$ cat src/ulcs_pkg.sv
// package: register map, field positions, reset values and carrier structs for the line control/status block
package ulcs_pkg;
   // register byte addresses on the axi4-lite bus
   localparam logic [5:0] ULCS_OFF_DATA = 6'h00;   // rx buffer / tx holding, divisor low with access select
   localparam logic [5:0] ULCS_OFF_IEN = 6'h04;    // interrupt enable, divisor high with access select
   localparam logic [5:0] ULCS_OFF_IDENT = 6'h08;  // interrupt ident (read) / fifo control (write)
   localparam logic [5:0] ULCS_OFF_LCR = 6'h0C;    // line_format_control
   localparam logic [5:0] ULCS_OFF_LSR = 6'h14;    // line_condition_status
   localparam logic [5:0] ULCS_OFF_RXIN = 6'h20;   // receive-side character injection
   localparam logic [5:0] ULCS_OFF_TXCT = 6'h24;   // transmit-side progress control
   localparam logic [5:0] ULCS_OFF_TXST = 6'h28;   // transmitter state / serial line view
   // line control field positions
   localparam int ULCS_LC_STOP = 2;
   localparam int ULCS_LC_PEN = 3;
   localparam int ULCS_LC_EPS = 4;
   localparam int ULCS_LC_STICK = 5;
   localparam int ULCS_LC_BRK = 6;
   localparam int ULCS_LC_DIVISOR_ACCESS_SELECT = 7;
   // interrupt enable field positions
   localparam int ULCS_IE_RX = 0;
   localparam int ULCS_IE_HOLDING_EMPTY_FLAG = 1;
   localparam int ULCS_IE_LS = 2;
   localparam int ULCS_IE_MS = 3;
   // rx injection word field positions
   localparam int ULCS_RI_PAR = 8;
   localparam int ULCS_RI_STOP = 9;
   localparam int ULCS_RI_BRK = 10;
   localparam int ULCS_RI_TMO = 11;
   localparam int ULCS_RI_MS = 12;
   // reset values
   localparam logic [7:0] ULCS_LCR_RST = 8'h00;
   localparam logic [7:0] ULCS_IER_RST = 8'h00;
   localparam logic [15:0] ULCS_DIV_RST = 16'h0000;
   localparam logic [7:0] ULCS_LSR_RST = 8'h60;    // holding empty and transmitter idle
   // identification codes and bus response codes
   localparam logic [3:0] ULCS_ID_NONE = 4'h1;
   localparam logic [3:0] ULCS_ID_LS = 4'h6;
   localparam logic [3:0] ULCS_ID_RXD = 4'h4;
   localparam logic [3:0] ULCS_ID_TMO = 4'hC;
   localparam logic [3:0] ULCS_ID_HOLDING_EMPTY_FLAG = 4'h2;
   localparam logic [3:0] ULCS_ID_MS = 4'h0;
   localparam logic [1:0] ULCS_RESP_OKAY = 2'h0;
   localparam logic [1:0] ULCS_RESP_SLVERR = 2'h2;

   // one stored receive character with its error marks
   typedef struct packed {
      logic brk;
      logic frm;
      logic par;
      logic [7:0] data;
   } ulcs_rx_entry_t;

   // line status flags as held
   typedef struct packed {
      logic fifo_err;
      logic tx_idle;
      logic holding_empty;
      logic brk;
      logic frm;
      logic par;
      logic overrun;
      logic rx_ready;
   } ulcs_status_t;
endpackage : ulcs_pkg

$ cat src/ulcs_line_ctrl.sv
// top: register logic of one serial channel (ident, line control, line status) on axi4-lite
//
// The placing of the registers and the AXI4-Lite interface to the registers were decided locally.
`timescale 1ns/1ps
module ulcs_line_ctrl
   import ulcs_pkg::*;
#(
   parameter int DEPTH = 16,
   parameter int AW = 4
) (
   input wire logic sys_clk,
   input wire logic rstn,
   input wire logic [5:0] s_axi_awaddr,
   input wire logic s_axi_awvalid,
   output logic s_axi_awready,
   input wire logic [31:0] s_axi_wdata,
   input wire logic [3:0] s_axi_wstrb,
   input wire logic s_axi_wvalid,
   output logic s_axi_wready,
   output logic [1:0] s_axi_bresp,
   output logic s_axi_bvalid,
   input wire logic s_axi_bready,
   input wire logic [5:0] s_axi_araddr,
   input wire logic s_axi_arvalid,
   output logic s_axi_arready,
   output logic [31:0] s_axi_rdata,
   output logic [1:0] s_axi_rresp,
   output logic s_axi_rvalid,
   input wire logic s_axi_rready,
   output logic serial_out,
   output logic interrupt_output
);
   // bus channel state
   logic aw_reg, aw_next, w_reg, w_next, b_reg, b_next, r_reg, r_next;
   logic [5:0] awa_reg, awa_next;
   logic [31:0] wd_reg, wd_next, rd_reg, rd_next;
   logic [1:0] bresp_reg, bresp_next, rresp_reg, rresp_next;
   // channel registers
   logic [7:0] lcr_reg, lcr_next, ier_reg, ier_next;
   logic [15:0] div_reg, div_next;
   logic fifo_en_reg, fifo_en_next, tmo_reg, tmo_next, ms_reg, ms_next;
   ulcs_status_t st_reg, st_next;
   logic [7:0] rbr_reg, rbr_next, thr_reg, thr_next, tsr_reg, tsr_next;
   logic thr_full_reg, thr_full_next, tsr_busy_reg, tsr_busy_next;
   logic holding_empty_flag_ack_reg, holding_empty_flag_ack_next, so_reg, so_next, irq_reg, irq_next;
   // receive fifo storage and transmit tick counter
   ulcs_rx_entry_t fifo_mem [DEPTH];
   logic [AW-1:0] rp_reg, rp_next, wp_reg, wp_next;
   logic [AW:0] cnt_reg, cnt_next;
   logic [DEPTH-1:0] errv_reg, errv_next;
   logic [AW:0] txc_reg, txc_next;

   // access decode: a write fires once address and data have both arrived
   logic wr_fire, rd_fire;
   logic [5:0] ra;
   logic [7:0] wb;
   logic [15:0] wx;
   ulcs_rx_entry_t head, inj;
   logic [3:0] ident;
   logic ls_pend, rx_pend, holding_empty_flag_pend, pend, lsr_rd, rbr_rd, iir_rd;
   logic [7:0] lsr_view, wmask;
   logic par_exp, stick_val;
   assign wr_fire = aw_reg && w_reg && !b_reg;
   assign rd_fire = s_axi_arvalid && !r_reg;
   assign ra = s_axi_araddr;
   assign wb = wd_reg[7:0];
   assign wx = wd_reg[15:0];
   assign head = fifo_mem[rp_reg];
   assign inj = ulcs_rx_entry_t'({wx[ULCS_RI_BRK], wx[ULCS_RI_STOP] == 1'b0, 1'b0, wx[7:0]});
   assign lsr_rd = rd_fire && ra == ULCS_OFF_LSR;
   assign rbr_rd = rd_fire && ra == ULCS_OFF_DATA && !lcr_reg[ULCS_LC_DIVISOR_ACCESS_SELECT];
   assign iir_rd = rd_fire && ra == ULCS_OFF_IDENT;
   // word-length mask, 5..8 bits
   assign wmask = 8'hFF >> (2'h3 - lcr_reg[1:0]);

   // expected parity of the injected character: even when bit4 set, stick forces ~bit4
   always_comb begin
      par_exp = ^(wx[7:0] & wmask) ^ ~lcr_reg[ULCS_LC_EPS];
      stick_val = ~lcr_reg[ULCS_LC_EPS];
      if (lcr_reg[ULCS_LC_STICK]) begin
         par_exp = stick_val;
      end
   end

   // status view: in fifo mode error bits come from the head character
   always_comb begin
      lsr_view = st_reg;
      if (fifo_en_reg) begin
         lsr_view[2] = st_reg.par | (cnt_reg != '0 && head.par);
         lsr_view[3] = st_reg.frm | (cnt_reg != '0 && head.frm);
         lsr_view[4] = st_reg.brk | (cnt_reg != '0 && head.brk);
         lsr_view[7] = |errv_reg;
      end else begin
         lsr_view[7] = 1'b0;
      end
   end

   // interrupt priority: line status, rx data/timeout, holding empty, modem
   always_comb begin
      ls_pend = ier_reg[ULCS_IE_LS] && (|lsr_view[4:1]);
      rx_pend = ier_reg[ULCS_IE_RX] && (st_reg.rx_ready || tmo_reg);
      holding_empty_flag_pend = ier_reg[ULCS_IE_HOLDING_EMPTY_FLAG] && st_reg.holding_empty && !holding_empty_flag_ack_reg;
      pend = ls_pend || rx_pend || holding_empty_flag_pend || (ier_reg[ULCS_IE_MS] && ms_reg);
      if (ls_pend) begin
         ident = ULCS_ID_LS;
      end else if (rx_pend) begin
         ident = (tmo_reg && fifo_en_reg) ? ULCS_ID_TMO : ULCS_ID_RXD;
      end else if (holding_empty_flag_pend) begin
         ident = ULCS_ID_HOLDING_EMPTY_FLAG;
      end else if (pend) begin
         ident = ULCS_ID_MS;
      end else begin
         ident = ULCS_ID_NONE;
      end
   end

   // axi handshake and register next state
   always_comb begin
      aw_next = aw_reg;
      w_next = w_reg;
      b_next = b_reg;
      r_next = r_reg;
      awa_next = awa_reg;
      wd_next = wd_reg;
      rd_next = rd_reg;
      bresp_next = bresp_reg;
      rresp_next = rresp_reg;
      lcr_next = lcr_reg;
      ier_next = ier_reg;
      div_next = div_reg;
      fifo_en_next = fifo_en_reg;
      tmo_next = tmo_reg;
      ms_next = ms_reg;
      st_next = st_reg;
      rbr_next = rbr_reg;
      thr_next = thr_reg;
      tsr_next = tsr_reg;
      thr_full_next = thr_full_reg;
      tsr_busy_next = tsr_busy_reg;
      holding_empty_flag_ack_next = holding_empty_flag_ack_reg;
      rp_next = rp_reg;
      wp_next = wp_reg;
      cnt_next = cnt_reg;
      errv_next = errv_reg;
      txc_next = txc_reg;
      if (s_axi_awvalid && !aw_reg) begin
         aw_next = 1'b1;
         awa_next = s_axi_awaddr;
      end
      if (s_axi_wvalid && !w_reg) begin
         w_next = 1'b1;
         wd_next = s_axi_wdata;
      end
      if (b_reg && s_axi_bready) begin
         b_next = 1'b0;
      end
      if (r_reg && s_axi_rready) begin
         r_next = 1'b0;
      end
      // reads: side effects happen here, in the accept cycle
      if (rd_fire) begin
         r_next = 1'b1;
         rresp_next = ULCS_RESP_OKAY;
         case (ra)
            ULCS_OFF_DATA: rd_next = {24'h0, lcr_reg[ULCS_LC_DIVISOR_ACCESS_SELECT] ? div_reg[7:0]
                                      : (fifo_en_reg ? head.data : rbr_reg)};
            ULCS_OFF_IEN: rd_next = {24'h0, lcr_reg[ULCS_LC_DIVISOR_ACCESS_SELECT] ? div_reg[15:8] : ier_reg};
            ULCS_OFF_IDENT: rd_next = {24'h0, {2{fifo_en_reg}}, 2'b00, ident};
            ULCS_OFF_LCR: rd_next = {24'h0, lcr_reg};
            ULCS_OFF_LSR: rd_next = {24'h0, lsr_view};
            ULCS_OFF_TXST: rd_next = {27'h0, txc_reg == '0, so_reg, tsr_busy_reg, thr_full_reg, cnt_reg != '0};
            default: begin
               rd_next = 32'h0;
               rresp_next = ULCS_RESP_SLVERR;
            end
         endcase
      end
      // status read clears error flags; sets below come after and win
      if (lsr_rd) begin
         st_next.overrun = 1'b0;
         st_next.par = 1'b0;
         st_next.frm = 1'b0;
         st_next.brk = 1'b0;
         if (fifo_en_reg && cnt_reg != '0) begin
            errv_next[rp_reg] = 1'b0; // head error seen; clears once none remain
         end
      end
      if (iir_rd && ident == ULCS_ID_HOLDING_EMPTY_FLAG) begin
         holding_empty_flag_ack_next = 1'b1;
      end
      if (rbr_rd) begin
         tmo_next = 1'b0;
         if (fifo_en_reg) begin
            if (cnt_reg != '0) begin
               rp_next = rp_reg + 1'b1;
               cnt_next = cnt_reg - 1'b1;
               errv_next[rp_reg] = 1'b0;
            end
            st_next.rx_ready = (cnt_reg > 1);
         end else begin
            st_next.rx_ready = 1'b0;
         end
      end
      // transmit progress: holding moves to shift, shift drains on host strobe
      if (thr_full_reg && !tsr_busy_reg) begin
         tsr_next = thr_reg;
         tsr_busy_next = 1'b1;
         thr_full_next = 1'b0;
         st_next.holding_empty = 1'b1;
         holding_empty_flag_ack_next = 1'b0;
         // one stop bit normally, two when the stop bit is set; 1.5 for 5-bit words counted as one extra tick
         txc_next = (AW+1)'(1 + int'(lcr_reg[1:0]) + 5 + int'(lcr_reg[ULCS_LC_PEN])
                    + (lcr_reg[ULCS_LC_STOP] ? 2 : 1));
      end
      if (wr_fire) begin
         aw_next = 1'b0;
         w_next = 1'b0;
         b_next = 1'b1;
         bresp_next = ULCS_RESP_OKAY;
         case (awa_reg)
            ULCS_OFF_DATA: begin
               if (lcr_reg[ULCS_LC_DIVISOR_ACCESS_SELECT]) begin
                  div_next[7:0] = wb;
               end else if (!thr_full_reg) begin
                  thr_next = wb;
                  thr_full_next = 1'b1;
                  st_next.holding_empty = 1'b0;
                  st_next.tx_idle = 1'b0;
               end
            end
            ULCS_OFF_IEN: begin
               if (lcr_reg[ULCS_LC_DIVISOR_ACCESS_SELECT]) begin
                  div_next[15:8] = wb;
               end else begin
                  ier_next = {4'h0, wb[3:0]};
               end
            end
            ULCS_OFF_IDENT: fifo_en_next = wb[0];
            ULCS_OFF_LCR: lcr_next = wb;
            ULCS_OFF_TXCT: begin
               if (tsr_busy_reg && txc_reg != '0) begin
                  txc_next = txc_reg - 1'b1;
               end
            end
            ULCS_OFF_RXIN: begin
               tmo_next = wx[ULCS_RI_TMO] && fifo_en_reg && cnt_reg != '0;
               ms_next = wx[ULCS_RI_MS];
               if (wx[8] || wx[ULCS_RI_BRK] || wx[ULCS_RI_STOP] == 1'b0 || 1'b1) begin
                  // a break arrives as one zero character
                  if (fifo_en_reg) begin
                     if (cnt_reg == (AW+1)'(DEPTH)) begin
                        st_next.overrun = 1'b1;
                     end else begin
                        wp_next = wp_reg + 1'b1;
                        cnt_next = cnt_next + 1'b1;
                        errv_next[wp_reg] = 1'b0;
                        st_next.rx_ready = 1'b1;
                     end
                  end else begin
                     if (st_reg.rx_ready && !rbr_rd) begin
                        st_next.overrun = 1'b1;
                     end
                     rbr_next = wx[ULCS_RI_BRK] ? 8'h00 : (wx[7:0] & wmask);
                     st_next.rx_ready = 1'b1;
                     st_next.par = st_next.par | (lcr_reg[ULCS_LC_PEN] && wx[ULCS_RI_PAR] != par_exp);
                     st_next.frm = st_next.frm | (!wx[ULCS_RI_STOP] && !wx[ULCS_RI_BRK]);
                     st_next.brk = st_next.brk | wx[ULCS_RI_BRK];
                  end
               end
            end
            ULCS_OFF_LSR: st_next = ulcs_status_t'(wb);
            default: bresp_next = ULCS_RESP_SLVERR;
         endcase
      end
      // shift register finished; a waiting holding byte moves on the next cycle, never a stall
      if (tsr_busy_reg && txc_reg == '0) begin
         tsr_busy_next = 1'b0;
         st_next.tx_idle = !thr_full_next;
      end
      if (!fifo_en_reg) begin
         st_next.fifo_err = 1'b0;
         errv_next = '0;
      end
   end

   // receive fifo write with per-character error marks
   logic fifo_push;
   ulcs_rx_entry_t push_ent;
   logic push_err;
   always_comb begin
      push_ent = inj;
      push_ent.data = inj.brk ? 8'h00 : (wx[7:0] & wmask);
      push_ent.par = lcr_reg[ULCS_LC_PEN] && !inj.brk && wx[ULCS_RI_PAR] != par_exp;
      push_ent.frm = inj.frm && !inj.brk;
      push_err = push_ent.par || push_ent.frm || push_ent.brk;
      fifo_push = wr_fire && awa_reg == ULCS_OFF_RXIN && fifo_en_reg && cnt_reg != (AW+1)'(DEPTH);
   end

   always_ff @(posedge sys_clk) begin
      if (fifo_push) begin
         fifo_mem[wp_reg] <= push_ent;
      end
   end

   // serial output and interrupt line
   always_comb begin
      so_next = lcr_reg[ULCS_LC_BRK] ? 1'b0 : (tsr_busy_reg ? tsr_reg[0] : 1'b1);
      irq_next = pend;
   end

   // registering of all state but the fifo storage; flags update after the read edge, so a set in that cycle survives
   always_ff @(posedge sys_clk) begin
      if (!rstn) begin
         aw_reg <= 1'b0;
         w_reg <= 1'b0;
         b_reg <= 1'b0;
         r_reg <= 1'b0;
         awa_reg <= 6'h00;
         wd_reg <= 32'h0;
         rd_reg <= 32'h0;
         bresp_reg <= ULCS_RESP_OKAY;
         rresp_reg <= ULCS_RESP_OKAY;
         lcr_reg <= ULCS_LCR_RST;
         ier_reg <= ULCS_IER_RST;
         div_reg <= ULCS_DIV_RST;
         fifo_en_reg <= 1'b0;
         tmo_reg <= 1'b0;
         ms_reg <= 1'b0;
         st_reg <= ulcs_status_t'(ULCS_LSR_RST);
         rbr_reg <= 8'h00;
         thr_reg <= 8'h00;
         tsr_reg <= 8'h00;
         thr_full_reg <= 1'b0;
         tsr_busy_reg <= 1'b0;
         holding_empty_flag_ack_reg <= 1'b0;
         so_reg <= 1'b1;
         irq_reg <= 1'b0;
         rp_reg <= '0;
         wp_reg <= '0;
         cnt_reg <= '0;
         errv_reg <= '0;
         txc_reg <= '0;
      end else begin
         aw_reg <= aw_next;
         w_reg <= w_next;
         b_reg <= b_next;
         r_reg <= r_next;
         awa_reg <= awa_next;
         wd_reg <= wd_next;
         rd_reg <= rd_next;
         bresp_reg <= bresp_next;
         rresp_reg <= rresp_next;
         lcr_reg <= lcr_next;
         ier_reg <= ier_next;
         div_reg <= div_next;
         fifo_en_reg <= fifo_en_next;
         tmo_reg <= tmo_next;
         ms_reg <= ms_next;
         st_reg <= st_next;
         st_reg.fifo_err <= 1'b0;
         rbr_reg <= rbr_next;
         thr_reg <= thr_next;
         tsr_reg <= tsr_next;
         thr_full_reg <= thr_full_next;
         tsr_busy_reg <= tsr_busy_next;
         holding_empty_flag_ack_reg <= holding_empty_flag_ack_next;
         so_reg <= so_next;
         irq_reg <= irq_next;
         rp_reg <= rp_next;
         wp_reg <= wp_next;
         cnt_reg <= cnt_next;
         errv_reg <= fifo_push && push_err ? (errv_next | (DEPTH'(1) << wp_reg)) : errv_next;
         txc_reg <= txc_next;
      end
   end

   assign s_axi_awready = !aw_reg;
   assign s_axi_wready = !w_reg;
   assign s_axi_bvalid = b_reg;
   assign s_axi_bresp = bresp_reg;
   assign s_axi_arready = !r_reg;
   assign s_axi_rvalid = r_reg;
   assign s_axi_rdata = rd_reg;
   assign s_axi_rresp = rresp_reg;
   assign serial_out = so_reg;
   assign interrupt_output = irq_reg;

   // checks
   a_break_forces_low: assert property (@(posedge sys_clk) disable iff (!rstn)
      lcr_reg[ULCS_LC_BRK] |=> !serial_out) else $error("break not low");
   a_ident_none_bit: assert property (@(posedge sys_clk) disable iff (!rstn)
      (iir_rd && !pend) |=> s_axi_rdata[0]) else $error("ident bit0 wrong");
   a_ident_top_zero: assert property (@(posedge sys_clk) disable iff (!rstn)
      iir_rd |=> s_axi_rdata[5:4] == 2'b00 && s_axi_rdata[7] == $past(fifo_en_reg)) else $error("ident high bits");
   a_ls_priority: assert property (@(posedge sys_clk) disable iff (!rstn)
      (iir_rd && ls_pend) |=> s_axi_rdata[3:0] == ULCS_ID_LS) else $error("priority wrong");
   a_rdy_clear_read: assert property (@(posedge sys_clk) disable iff (!rstn)
      (rbr_rd && !fifo_en_reg && !wr_fire) |=> !st_reg.rx_ready) else $error("ready not cleared");
   a_holding_empty_flag_on_write: assert property (@(posedge sys_clk) disable iff (!rstn)
      (wr_fire && awa_reg == ULCS_OFF_DATA && !lcr_reg[ULCS_LC_DIVISOR_ACCESS_SELECT] && !thr_full_reg)
      |=> !st_reg.holding_empty && !st_reg.tx_idle) else $error("holding flags");
   a_idle_implies_empty: assert property (@(posedge sys_clk) disable iff (!rstn)
      st_reg.tx_idle && !$past(wr_fire) |-> !tsr_busy_reg || $past(awa_reg) == ULCS_OFF_LSR) else $error("idle wrong");
   a_shift_finishes: assert property (@(posedge sys_clk) disable iff (!rstn)
      (tsr_busy_reg && txc_reg == '0) |=> !tsr_busy_reg) else $error("shift stuck");
   a_irq_follows: assert property (@(posedge sys_clk) disable iff (!rstn)
      pend |=> interrupt_output) else $error("irq missing");
   c_lsr_read: cover property (@(posedge sys_clk) lsr_rd && st_reg.overrun);
   c_fifo_full: cover property (@(posedge sys_clk) cnt_reg == (AW+1)'(DEPTH));
   c_break_tx: cover property (@(posedge sys_clk) lcr_reg[ULCS_LC_BRK] && tsr_busy_reg);
endmodule : ulcs_line_ctrl

$ cat config.mk
export PLATFORM = sky130hd
export DESIGN_NAME = ulcs_line_ctrl
export DESIGN_NICKNAME = d
export VERILOG_FILES = /design/src/ulcs_pkg.sv /design/src/ulcs_line_ctrl.sv
export SDC_FILE = /design/constraint.sdc
export NUM_CORES = 1
export LEC_CHECK = 0
export BUFFER_PORTS_ARGS = -buffer_cell sky130_fd_sc_hd__buf_2
export CAP_MARGIN = 10
export CELL_PAD_IN_SITES_DETAIL_PLACEMENT = 1
export CELL_PAD_IN_SITES_GLOBAL_PLACEMENT = 2
export CORE_MARGIN = 8
export CORE_UTILIZATION = 41
export DETAILED_ROUTE_END_ITERATION = 8
export PLACE_DENSITY_LB_ADDON = 0.12
export SLEW_MARGIN = 10
export SYNTH_ARGS = -nofsm -noshare
export SYNTH_HDL_FRONTEND = slang
export SYNTH_SLANG_ARGS = --single-unit
$ cat constraint.sdc
create_clock -name sys_clk -period 3.9 [get_ports sys_clk]
set_input_delay 0.195 -clock sys_clk [delete_from_list [all_inputs] [get_ports sys_clk]]
set_output_delay 0.195 -clock sys_clk [all_outputs]
set_load 0.005 [all_outputs]
Yosys cells after proc, flatten, opt, wreduce, memory -nomap -nowiden

Memories as Yosys holds them, arrays and structs flattened. A register that Yosys moved wholly into a read port is not among the register bits.
Cells that the tools add are included.

Memories: 1
Input port bits: 55
Output and inout port bits: 43
RAM bits: 176
Register bits after elaboration: 146
Logic and storage cells: 250

Memory list:

| memory   | depth | width | read ports | clocked after Yosys merged registers in | wr ports | RTL line             | source |
|---|---|---|---|---|---|---|---|
| fifo_mem | 16    | 11    | 1          | 1                                       | 1        | ulcs_line_ctrl.sv:47 | `ulcs_rx_entry_t fifo_mem [DEPTH];` |

Reductions and logical operators: 84
Magnitude comparators: 5
Multiplexer cells: 74
Bitwise operators: 21
Add/subtract/negate cells: 10
Shift operators: 2
Equal/unequal tests: 17

Operators by type and width:

| kind                                                       | number |
|---|---|
| 2-to-1 mux 16 bit                                          | 10 |
| 2-to-1 mux 5 bit                                           | 11 |
| bitwise AND 16 bit                                         | 3 |
| one-hot mux 8 bit (6 select lines)                         | 1 |
| logical AND 1 bit                                          | 39 |
| 2-to-1 mux 8 bit                                           | 4 |
| inverter 16 bit                                            | 2 |
| 2-to-1 mux 1 bit                                           | 28 |
| equality test 6 x 4 -> 1 bit, second input constant        | 4 |
| 2-to-1 mux 4 bit                                           | 6 |
| equality test 6 bit, second input constant                 | 3 |
| bitwise OR 16 bit                                          | 1 |
| OR reduction 16 bit                                        | 1 |
| << shifter 1 x 4 -> 16 bit, first input constant           | 1 |
| AND reduction 3 bit                                        | 5 |
| 2-to-1 mux 2 bit                                           | 7 |
| equality test 6 x 3 -> 1 bit, second input constant        | 2 |
| equality test 6 x 5 -> 1 bit, second input constant        | 2 |
| logical NOT 6 bit                                          | 2 |
| AND reduction 4 bit                                        | 3 |
| logical NOT 1 bit                                          | 11 |
| less-than comparator 4 x 5 -> 1 bit, second input constant | 2 |
| one-hot mux 5 bit (2 select lines)                         | 1 |
| nonzero test 5 bit                                         | 2 |
| 34 further kinds                                           | 62 |

Depth between registers and ports, before layout

Gate-level depths: netlist of run 1.

Depth in word-level cells: 19
Gate-level depth with buffers: 11
Gate-level depth less buffers: 11

Worst setup path after synthesis of run 1

No wires, ideal clock.

Kind: reg2reg
From: register cnt_reg[0]
To: memory fifo_mem[8][0] (netlist bit), enable pin
Data arrival time: 2705 ps
Stages on the path, launching flop included: 8
Buffers on the path: 1
Library setup time: 396 ps
Data required time: 3504 ps
Clock period less this slack: 3101 ps
Path slack: 799 ps
Cells stage by stage: dfxtp_1 -> inv_1 -> ha_1 -> nor4bb_1 -> nor4b_4 -> clkbuf_1 -> nand3_1 -> nor3b_1

Word-level cells in the longest chain between the ends: 4

Ends and longest elaborated chain:

| element                                | RTL line              | source |
|---|---|---|
| from (decl)                            | ulcs_line_ctrl.sv:49  | `logic [AW:0] cnt_reg, cnt_next;` |
| from (signal assigned)                 | ulcs_line_ctrl.sv:371 | `cnt_reg <= cnt_next;` |
| != test 5 bit                          | ulcs_line_ctrl.sv:296 | `fifo_push = wr_fire && awa_reg == ULCS_OFF_RXIN && fifo_en_reg && cnt_reg != (AW+1)'(DEPTH);` |
| logical AND 1 bit                      | ulcs_line_ctrl.sv:296 |  |
| 2-to-1 mux 1 bit                       | ulcs_line_ctrl.sv:300 | `if (fifo_push) begin` |
| 2-to-1 mux 1 bit (implied by the code) | ulcs_line_ctrl.sv:301 | `fifo_mem[wp_reg] <= push_ent;` |
| to (decl)                              | ulcs_line_ctrl.sv:47  |  |

No other way between the ends.

Worst setup path after layout of run 1

From: register fifo_en_reg
To: register cnt_reg[4]

Word-level cells in the longest chain between the ends: 7

Ends and longest elaborated chain:

| element                | RTL line              | source |
|---|---|---|
| from (decl)            | ulcs_line_ctrl.sv:41  | `logic fifo_en_reg, fifo_en_next, tmo_reg, tmo_next, ms_reg, ms_next;` |
| from (signal assigned) | ulcs_line_ctrl.sv:356 | `fifo_en_reg <= fifo_en_next;` |
| 2-to-1 mux 5 bit       | ulcs_line_ctrl.sv:193 | `if (fifo_en_reg) begin` |
| 2-to-1 mux 5 bit       | ulcs_line_ctrl.sv:191 | `if (rbr_rd) begin` |
| adder 5 x 1 -> 5 bit   | ulcs_line_ctrl.sv:255 | `cnt_next = cnt_next + 1'b1;` |
| 2-to-1 mux 5 bit       | ulcs_line_ctrl.sv:251 | `if (cnt_reg == (AW+1)'(DEPTH)) begin` |
| 2-to-1 mux 5 bit       | ulcs_line_ctrl.sv:250 | `if (fifo_en_reg) begin` |
| 2-to-1 mux 5 bit       | ulcs_line_ctrl.sv:220 | `case (awa_reg)` |
| 2-to-1 mux 5 bit *     | ulcs_line_ctrl.sv:215 | `if (wr_fire) begin` |

Every way passes the cells marked *; elsewhere a longest branch is shown, timed or not.
A chain may end at the register's enable or synchronous reset.

==> summary.md, run 1 <==
| Metric | Value |
|---|---|
| Status | `finished, final reports clean` |
| Maxcap violations | `0` |
| Slew Viols, Final | `0` |
| Most common cell after layout, fill and taps aside | `edfxtp_1` |
| Synthesized area per cell | `12.08 µm²` |
| CP max-delay cell | `nor2b_1` |
| Tcrit/Tclk final | `0.7572` |
| Worst-margin pin slew | `1.214 ns` |
| Crit. End Element | `register` |
| Final hold violation count | `0` |
| Chip height | `197.1 µm` |
| Count of cell types in the netlist | `79` |
| EDFF count, synth | `176` |
| Cts bufs inserted | `35` |
| Synth warn | `0` |
| Wire per inst | `23.89 µm` |
| Total leakage power | `5.484 nW` |
| Core footprint | `32,450 µm²` |
| Cell internal pwr | `0.005290 W` |
| M1 WL | `18,230 µm` |
| DR vias/cell | `5.572` |
| Initial Utilization | `0.4143` |
| Max reg flops | `176` |
| Htree depth | `2` |
| Vias in the first global route | `9,649` |
| DR WL met2 | `18,780 µm` |
| Top FF cell, synth | `edfxtp_1` |
| Met3 routed WL | `2054 µm` |
| Yosys reg bits | `300` |
| Rows | `66` |
| Clk buf depth | `3` |
| Placer Congestion | `0.8118` |
| Syn-to-layout area delta | `15.89%` |
| GR Util All Layers | `0.2056` |
| Port Buf Inserts | `48` |
| Switch Pwr | `0.001480 W` |
| Die Wd | `197.1 µm` |
| IR drop worst, VDD | `297.3 µV` |
| Worst EP required | `4.27 ns` |
| F_max | `0.3386 GHz` |
| Root Driver | `clkbuf_16` |
| CTS tree | `yes` |
| First-pass GRT wire length | `60,580 µm` |
| Routed Antenna Nets | `0` |
| Worst-path clk slew | `0.06 ns` |
| Slew Limit Headroom | `0.1871` |
| Crit path DAT | `3.33 ns` |
| Gr ovfl total | `0` |
| Most frequent cells in the layout | `176 x edfxtp_1, 123 x dfxtp_1, 117 x nor2_1` |
| Fillers | `3,379` |
| CP cell instances | `nor2b_1 -> nand3_1 -> nor3_1 -> nor2_1 -> a21oi_1 -> ha_1 -> nand3_1 -> nor3_1 -> xor2_1 -> nor2_1` |
| Clock sinks | `300` |
| Hold Path Class | `in2reg` |
| Crit path max-delay family | `simple AND/OR/NAND/NOR gates` |
| CP Launch Type | `register` |
| Via Count | `9,316` |
| Post-CTS Setup Inserts | `0` |
| Initial DRC Count | `497` |
| Clk_skew | `0.02077 ns` |
| Synthesized area | `13,450 µm²` |
| Clock Latency Late Sink | `0.52 ns` |
| Pwr Density | `434.4 nW/µm²` |
| Post-synthesis instance total | `1,113` |
| Drt first pass iters | `5` |
| Worst Setup Path Type | `reg2reg` |
| Final WL | `39,950 µm` |
| # setup viols final | `0` |
| HPWL after DPL | `27,130 µm` |
| Share of layout cells above drive strength 1 | `0.1756` |
| Die Area | `38,850 µm²` |
| Antenna violations before repair | `1` |
| Sw frac | `0.2186` |
| Top Metal Used | `met5` |
| Worst hold margin | `0.1385 ns` |
| Async SR Flop Fraction | `0` |
| Largest net degree at the start of global routing | `47` |
| Combinational power share | `0.036` |
| Setup TNS | `0 ns` |
| Crit-path max cell delay | `0.53 ns` |
| # IOs | `98` |
| Nets@finish | `1,279` |
| Number of remaining DRC errors | `0` |
| RSZ-0062 raised after global routing | `no` |
| Seq/Total Area, Yosys | `0.5776` |
| CP max FO | `4` |
| Min Tclk post-route | `2.953 ns` |
| Buf/Inv on CP | `0` |
| Reg power frac | `0.500` |
| Clock Power Share | `0.464` |
| Antenna diode count | `0` |
## timing repair
item | in CTS | in global routing
resized for setup | 0 | 0
hold buffers | 23 | 0
endpoints found under the hold margin | 23 | 0
## metal layers
metal | track usage | vias up
met2 | 0.3329 | 241
met3 | 0.03356 | 59
met4 | 0.05628 | 2
met1 | 0.2832 | 4718
li1 | - | 4296
met5 | 0 | -
## per-stage QoR
| stage | power, W | std cells | utilization | setup slack [ns] | instance area, µm² |
|---|---|---|---|---|---|
| 4_1_cts | 0.006847 | 1672 | 0.4802 | 0.9915 | 15580 |
| 5_1_grt | 0.006978 | 1672 | 0.4802 | 0.7191 | 15580 |
| 3_5_place_dp | 0.003679 | 1587 | 0.4391 | 1.003 | 14250 |
| 2_1_floorplan | 0.003599 | 1138 | - | 0.7992 | 13540 |
| 3_3_place_gp | 0.003674 | 1587 | 0.4391 | 1.024 | 14250 |
| 6_report | 0.006770 | 1672 | 0.4802 | 0.9470 | 15580 |
## power groups by stage
stage	Combinational, W	Sequential (W)	Clock, W
2_1_floorplan	0.000157	0.00344	0
3_3_place_gp	0.000220	0.00345	0
3_5_place_dp	0.000224	0.00345	0
4_1_cts	0.000242	0.00339	0.00322
5_1_grt	0.000268	0.00339	0.00332
6_report	0.000244	0.00339	0.00314
## synthesized netlist by cell type (6+ instances only)
cell	instances	area (µm²)
buf_4	28	210.2
buf_2	12	60.06
a221oi_1	6	52.55
nand3_1	36	180.2
nor2b_1	15	93.84
o31ai_1	7	52.55
o21ai_0	38	190.2
inv_1	27	101.4
nor3b_1	6	45.04
mux4_2	48	1081
o2111ai_1	13	113.9
nor4_1	8	50.05
clkbuf_1	40	150.1
nor2_1	117	439.2
and3_1	10	62.56
nand2b_1	16	100.1
nand2_1	99	371.6
xnor2_1	9	78.83
a32oi_1	6	52.55
edfxtp_1	176	5285
nor3_1	24	120.1
ha_1	18	225.2
dfxtp_1	124	2482
mux2i_1	56	560.5
nand4_1	14	87.58
a21oi_1	51	255.2
## final timing paths
check,start,end,slack [ns],cells past startpoint
hold reg to reg,txc_reg[4],txc_reg[4],0.45,2
setup reg to reg,fifo_en_reg,cnt_reg[4],0.95,10
setup / recovery,fifo_en_reg,cnt_reg[4],0.95,10
hold / removal,rstn,serial_out,0.14,2
## logic make-up (layout without fill, tap and decap cells)
logic type,after synthesis,after routing,synth area share
buf+inv,114,206,0.04131
xor+xnor,15,15,0.01135
flops,300,300,0.5776
fa+ha+maj,19,19,0.01824
other cells,1,26,0.0002789
simple gates,385,385,0.1429
compound gates,173,173,0.08449
mux,106,106,0.1238
## area by class of cell
cell class / count / area [µm²] / area share
inverter: 29 / 108.9 / 0.006985
clock inverter: 14 / 116.4 / 0.007467
multi-input combinational: 724 / 5238 / 0.3361
tap: 442 / 553.0 / 0.03549
timing repair buffer: 115 / 813.3 / 0.05219
clock buffer: 48 / 985.9 / 0.06327
sequential: 300 / 7769 / 0.4985
Power figures use the tool's default switching activity.
==> run 2, diff against run 1 <==
Clock period 3.9 ns to 3.01 ns, I/O delays scaled along.
==> summary.md, run 2 (synthesis results as in run 1) <==
| Metric | Value |
|---|---|
| F_max | `0.3612 GHz (+6.7%)` |
| Initial Utilization | `0.4143 (unchanged)` |
| Antenna diode count | `0 (unchanged)` |
| First-pass GRT wire length | `60,750 µm (+0.28%)` |
| Share of layout cells above drive strength 1 | `0.1978 (+0.02217)` |
| Routed Antenna Nets | `0 (unchanged)` |
| Most common cell after layout, fill and taps aside | `edfxtp_1` |
| Worst EP required | `3.45 ns (-0.82 ns)` |
| Htree depth | `2 (unchanged)` |
| Clock Latency Late Sink | `0.52 ns (about the same)` |
| Antenna violations before repair | `0 (-1)` |
| Sw frac | `0.2131 (-0.005557)` |
| IR drop worst, VDD | `363.0 µV (+22%)` |
| Total leakage power | `5.668 nW (+3.4%)` |
| Largest net degree at the start of global routing | `68 (+45%)` |
| Final WL | `40,500 µm (+1.4%)` |
| CP Launch Type | `register` |
| Crit path DAT | `3.21 ns (-0.12 ns)` |
| DR vias/cell | `5.514 (-1.0%)` |
| Most frequent cells in the layout | `176 x edfxtp_1, 123 x dfxtp_1, 117 x nor2_1` |
| Post-CTS Hold Buffers | `23 (unchanged)` |
| Gr ovfl total | `0 (unchanged)` |
| CP max FO | `12 (+8)` |
| Switch Pwr | `0.001936 W (+31%)` |
| Cts bufs inserted | `36 (+2.9%)` |
| Die Wd | `197.1 µm (unchanged)` |
| Vias in the first global route | `9,691 (+0.44%)` |
| Crit-path max cell delay | `0.83 ns (+0.30 ns)` |
| Design area | `15,880 µm² (+1.9%)` |
| CP max-delay cell | `a2111oi_0` |
| GR Util All Layers | `0.2070 (+0.001447)` |
| Tcrit/Tclk final | `0.9198 (+0.1626)` |
| Hold Path Class | `in2reg` |
| Crit. End Element | `register` |
| Initial DRC Count | `664 (+34%)` |
| Clk_skew | `0.01950 ns (-0.001270 ns)` |
| Max reg flops | `176 (unchanged)` |
| Multi-input gate area | `5240 µm² (about the same)` |
| # IOs | `98 (unchanged)` |
| FF-to-FF path depth | `8 (-2)` |
| Hold path cells | `2 (unchanged)` |
| Fillers | `3,416 (+1.1%)` |
| Combinational power share | `0.036 (about the same)` |
| Min Tclk post-route | `2.769 ns (-0.1844 ns)` |
| Via Count | `9,379 (+0.68%)` |
| Slew Limit Headroom | `0.2695 (+0.08243)` |
| CTS tree | `yes` |
| Sequential cell area | `7769 µm² (unchanged)` |
| Hold endpoint | `lsr_view[5]` |
| Final hold violation count | `0 (unchanged)` |
| Slew Viols, Final | `0 (unchanged)` |
| Clk buf depth | `3 (unchanged)` |
| Number of remaining DRC errors | `0 (unchanged)` |
| Worst-margin pin slew | `1.093 ns (-0.1206 ns)` |
| Clock Power Share | `0.481 (+0.017)` |
| # setup viols final | `0 (unchanged)` |
| Clock sinks | `300 (unchanged)` |
| Pwr Density | `572.0 nW/µm² (+32%)` |
| Cell internal pwr | `0.007149 W (+35%)` |
| CP cell instances | `buf_4 -> inv_2 -> mux2i_1 -> a2111oi_0 -> buf_4 -> a31oi_1 -> a32o_1 -> a21oi_1` |
| Chip height | `197.1 µm (unchanged)` |
| Worst Setup Path Type | `reg2reg` |
| Drt first pass iters | `5 (unchanged)` |
| Reg-to-Reg End | `s_axi_rdata[2]` |
| Cell mode on critical path | `buf_4` |
| Post-CTS resize count | `0 (unchanged)` |
| Setup slack, reg-to-reg | `0.24 ns (-0.71 ns)` |
| Nets@finish | `1,306 (+2.1%)` |
| Maxcap violations | `0 (unchanged)` |
| Buf/Inv on CP | `3 (+3)` |
| Port Buf Inserts | `48 (unchanged)` |
| Setup TNS | `0 ns (unchanged)` |
| RSZ-0062 raised after global routing | `no` |
| Rows | `66 (unchanged)` |
| Post-CTS Setup Inserts | `0 (unchanged)` |
| Placed cell area | `14,450 µm² (+1.4%)` |
| Die Area | `38,850 µm² (unchanged)` |
| Status | `finished, final reports clean` |
| HPWL after DPL | `27,770 µm (+2.4%)` |
| Reg power frac | `0.483 (-0.017)` |
| Hold Startpoint | `rstn` |
| Worst-path clk slew | `0.06 ns (about the same)` |
| Crit path max-delay family | `compound AO/OA/AOI/OAI gates` |
| Core footprint | `32,450 µm² (unchanged)` |
| Wire per inst | `23.81 µm (-0.35%)` |
| Root Driver | `clkbuf_16` |
| Placer Congestion | `0.8653 (+6.6%)` |
| Syn-to-layout area delta | `18.12%` |
==> run 2: cell types whose count changed in the layout (fill, tap and decap cells not counted), moves of 2 or more <==
| cell | delta |
|---|---|
| clkbuf_8 | +2 |
| buf_4 | +26 |
| clkinv_1 | -4 |
| bufinv_16 | +2 |
==> run 2: how the worst max path moves through the flow <==
stage | startpoint | endpoint | cells after the start
floorplan | cnt_reg[0] | fifo_mem[0][0] | 7
global placement | cnt_reg[0] | cnt_reg[3] | 10
detailed placement | register | interrupt_output | 6
CTS | register | interrupt_output | 6
global route | register | interrupt_output | 6
finish | register | s_axi_rdata[2] | 8
==> run 2: worst reg2reg max path, stage by stage (launching register included) <==
cell and delay, ns:
dfxtp_1 0.47, buf_4 0.32, inv_2 0.23, mux2i_1 0.17, a2111oi_0 0.83, buf_4 0.23
a31oi_1 0.06, a32o_1 0.29, a21oi_1 0.10
==> run 2: power groups by stage <==
| stage | logic (W) | clock network (W) | registers (W) |
|---|---|---|---|
| after detailed placement | 0.000298 | 0 | 0.00448 |
| after global placement | 0.000294 | 0 | 0.00447 |
| final | 0.000325 | 0.00437 | 0.00439 |
| after floorplan | 0.000203 | 0 | 0.00446 |
| after CTS | 0.000322 | 0.00447 | 0.00439 |
| after global routing | 0.000358 | 0.00460 | 0.00439 |
==> run 2: layer usage <==
| layer | part of all wire | GRT usage | vias up |
|---|---|---|---|
| met1 | 0.46 | 0.2885 | 4737 |
| li1 | - | - | 4335 |
| met5 | 0 | 0 | - |
| met4 | 0.024 | 0.06046 | 0 |
| met2 | 0.46 | 0.3284 | 245 |
| met3 | 0.054 | 0.03543 | 62 |
==> run 2: layout make-up <==
| class | count | share of cell area |
|---|---|---|
| clock buffers | 52 | 0.06562 |
| clock inverters | 13 | 0.01016 |
| inverters | 29 | 0.006854 |
| multi-input cells | 724 | 0.3299 |
| flip-flops and latches | 300 | 0.4891 |
| well taps | 442 | 0.03482 |
| repair buffers | 141 | 0.06349 |
==> run 2: stage by stage <==
| stage | worst slack (ns) | hold slack, ns | cells | power, W | util |
|---|---|---|---|---|---|
| 2_1_floorplan | 0.001228 | 0.2663 | 1138 | 0.004664 | - |
| 3_3_place_gp | 0.3689 | 0.3762 | 1613 | 0.004768 | 0.4451 |
| 3_5_place_dp | 0.2925 | 0.3918 | 1613 | 0.004774 | 0.4451 |
| 4_1_cts | 0.2630 | 0.08038 | 1701 | 0.009179 | 0.4893 |
| 5_1_grt | 0.09837 | 0.09805 | 1701 | 0.009346 | 0.4894 |
| 6_report | 0.2414 | 0.1069 | 1701 | 0.009085 | 0.4894 |
==> run 3, diff against run 2 <==
Settings changed: PLACE_DENSITY_LB_ADDON 0.12 to 0.1.
==> summary.md, run 3 (synthesis results as in run 1) <==
| Metric | Value |
|---|---|
| Slew Viols, Final | `0 (unchanged)` |
| FF-to-FF path depth | `11 (+3)` |
| Rows | `66 (unchanged)` |
| Post-CTS Setup Inserts | `0 (unchanged)` |
| Clock Latency Late Sink | `0.52 ns (about the same)` |
| CP max-delay cell | `nor4b_4` |
| Hold path cells | `2 (unchanged)` |
| Tcrit/Tclk final | `0.9331 (+0.01326)` |
| Total leakage power | `5.618 nW (-0.88%)` |
| Hold Path Class | `in2reg` |
| Switch Pwr | `0.001902 W (-1.7%)` |
| Hold endpoint | `serial_out` |
| Most frequent cells in the layout | `176 x edfxtp_1, 123 x dfxtp_1, 117 x nor2_1` |
| Placer Congestion | `0.8506 (-1.7%)` |
| Gr ovfl total | `0 (unchanged)` |
| Htree depth | `2 (unchanged)` |
| # IOs | `98 (unchanged)` |
| Worst EP required | `3.44 ns (about the same)` |
| Vias in the first global route | `9,593 (-1.0%)` |
| Critical path origin | `cnt_reg[0]` |
| Max reg flops | `176 (unchanged)` |
| Number of remaining DRC errors | `0 (unchanged)` |
| Cts bufs inserted | `35 (-2.8%)` |
| F_max | `0.3561 GHz (-1.4%)` |
| Slew Limit Headroom | `0.2283 (-0.04124)` |
| Core footprint | `32,450 µm² (unchanged)` |
| HPWL after DPL | `27,970 µm (+0.71%)` |
| RSZ-0062 raised after global routing | `no` |
| Port Buf Inserts | `48 (unchanged)` |
| GR Util All Layers | `0.2076 (+0.0005352)` |
| Placed cell area | `14,540 µm² (+0.62%)` |
| Root Driver | `clkbuf_16` |
| IR drop worst, VDD | `305.6 µV (-16%)` |
| First-pass GRT wire length | `61,400 µm (+1.1%)` |
| CTS tree | `yes` |
| Share of layout cells above drive strength 1 | `0.1924 (-0.005407)` |
| CP max FO | `17 (+5)` |
| Crit. End Element | `register` |
| Global route hottest layer | `met2` |
| Initial DRC Count | `555 (-16%)` |
| Die Wd | `197.1 µm (unchanged)` |
| # setup viols final | `0 (unchanged)` |
| Routed Antenna Nets | `0 (unchanged)` |
| Hold Startpoint | `rstn` |
| Cell mode on critical path | `buf_4` |
| Worst-margin pin slew | `1.155 ns (+0.06174 ns)` |
| Die Area | `38,850 µm² (unchanged)` |
| Chip height | `197.1 µm (unchanged)` |
| Initial Utilization | `0.4143 (unchanged)` |
| Final WL | `40,340 µm (-0.39%)` |
| Drt first pass iters | `5 (unchanged)` |
| GRT met3 Usage | `0.03424 (-0.001193)` |
| Reg power frac | `0.510 (+0.027)` |
| Final hold violation count | `0 (unchanged)` |
| Clock sinks | `300 (unchanged)` |
| Design Power | `0.008608 W (-5.3%)` |
| CP Launch Type | `register` |
| Combinational power share | `0.038 (+0.002)` |
| Min Tclk post-route | `2.809 ns (+0.03990 ns)` |
| Crit path DAT | `3.24 ns (+0.03 ns)` |
| Reg-to-Reg End | `errv_reg[11]` |
| Via Count | `9,397 (+0.19%)` |
| Wire per inst | `23.73 µm (-0.33%)` |
| Setup slack, reg-to-reg | `0.20 ns (-0.04 ns)` |
| Worst R2R Start | `cnt_reg[0]` |
| Most common cell after layout, fill and taps aside | `edfxtp_1` |
| Design area | `15,810 µm² (-0.46%)` |
| Met1 GRT Util | `0.2856 (-0.002879)` |
| DR vias/cell | `5.528 (+0.25%)` |
| Largest net degree at the start of global routing | `46 (-32%)` |
| Clk_skew | `0.02024 ns (+0.0007425 ns)` |
| Setup TNS | `0 ns (unchanged)` |
| Cell internal pwr | `0.006705 W (-6.2%)` |
| Worst-path clk slew | `0.06 ns (about the same)` |
| Syn-to-layout area delta | `17.57%` |
| Antenna diode count | `0 (unchanged)` |
| Crit-path max cell delay | `0.43 ns (-0.40 ns)` |
| Pwr Density | `544.5 nW/µm² (-4.8%)` |
| Clock Power Share | `0.452 (-0.029)` |
| Antenna violations before repair | `0 (unchanged)` |
| CP cell instances | `inv_1 -> ha_1 -> nor4bb_1 -> buf_4 -> nor4b_4 -> buf_12 -> and2_1 -> buf_4 -> o211ai_1 -> buf_4 -> o21ai_0` |
| Sw frac | `0.2210 (+0.007948)` |
| Met2 usage | `0.3429 (+0.01453)` |
| Nets@finish | `1,307 (+0.077%)` |
| Maxcap violations | `0 (unchanged)` |
| Clk buf depth | `3 (unchanged)` |
| Worst Setup Path Type | `reg2reg` |
| Status | `finished, final reports clean` |
[run 3: changes by cell type in the layout (fill, tap and decap cells not counted), moves of 2 or more]
cell	before	now
clkbuf_16	37	35
buf_12	1	7
clkinv_1	0	5
bufinv_16	3	0
clkbuf_8	6	3
buf_4	69	65
[run 3: critical path, delay by kind of cell (launching register included)]
family / cells / cell delay (ns)
adder cells (fa/ha/maj): 1 / 0.27
flip-flops: 1 / 0.41
AND/OR/NAND/NOR: 3 / 0.82
AO/OA/AOI/OAI: 2 / 0.29
buffers and inverters: 5 / 0.93
[run 3: timing repair]
action | 4_1_cts | 5_1_grt
endpoints found under the hold margin | 23 | 0
resized for setup | 0 | 0
hold buffers | 23 | 0
[run 3: area by class of cell]
cell class	count	area [µm²]
sequential	300	7769
timing repair buffer	143	1099
inverter	29	108.9
clock buffer	47	950.9
fill	3409	16640
tap	442	553.0
clock inverter	15	91.34
multi-input combinational	724	5238
[run 3: layer usage]
metal | share of wire | vias to the layer above
met2 | 0.48 | 183
met1 | 0.47 | 4831
met5 | 0 | -
met4 | 0.014 | 0
met3 | 0.042 | 38
li1 | - | 4345
[run 3: how the worst max path moves through the flow]
stage	depth (start not counted)	slack [ns]	end
after floorplan	7	0.001	fifo_mem[0][0]
after global placement	11	0.30	errv_reg[15]
after detailed placement	11	0.22	errv_reg[11]
after CTS	11	0.19	errv_reg[11]
after global routing	11	0.07	errv_reg[12]
final	11	0.20	errv_reg[11]
[run 3: power by group through the flow]
stage	Combinational (W)	Sequential, W	Clock [W]
3_3_place_gp	0.000296	0.00447	0
5_1_grt	0.000356	0.00439	0.00411
2_1_floorplan	0.000203	0.00446	0
4_1_cts	0.000325	0.00439	0.00397
6_report	0.000326	0.00439	0.00389
3_5_place_dp	0.000301	0.00448	0
[run 3: through the flow]
step	util	std cells	setup slack [ns]	hold WS, ns
floorplan	-	1138	0.001228	0.2663
global placement	0.4479	1615	0.2989	0.3686
detailed placement	0.4479	1615	0.2203	0.3952
CTS	0.4871	1700	0.1923	0.08856
global route	0.4871	1700	0.06804	0.1149
finish	0.4871	1700	0.2015	0.1031
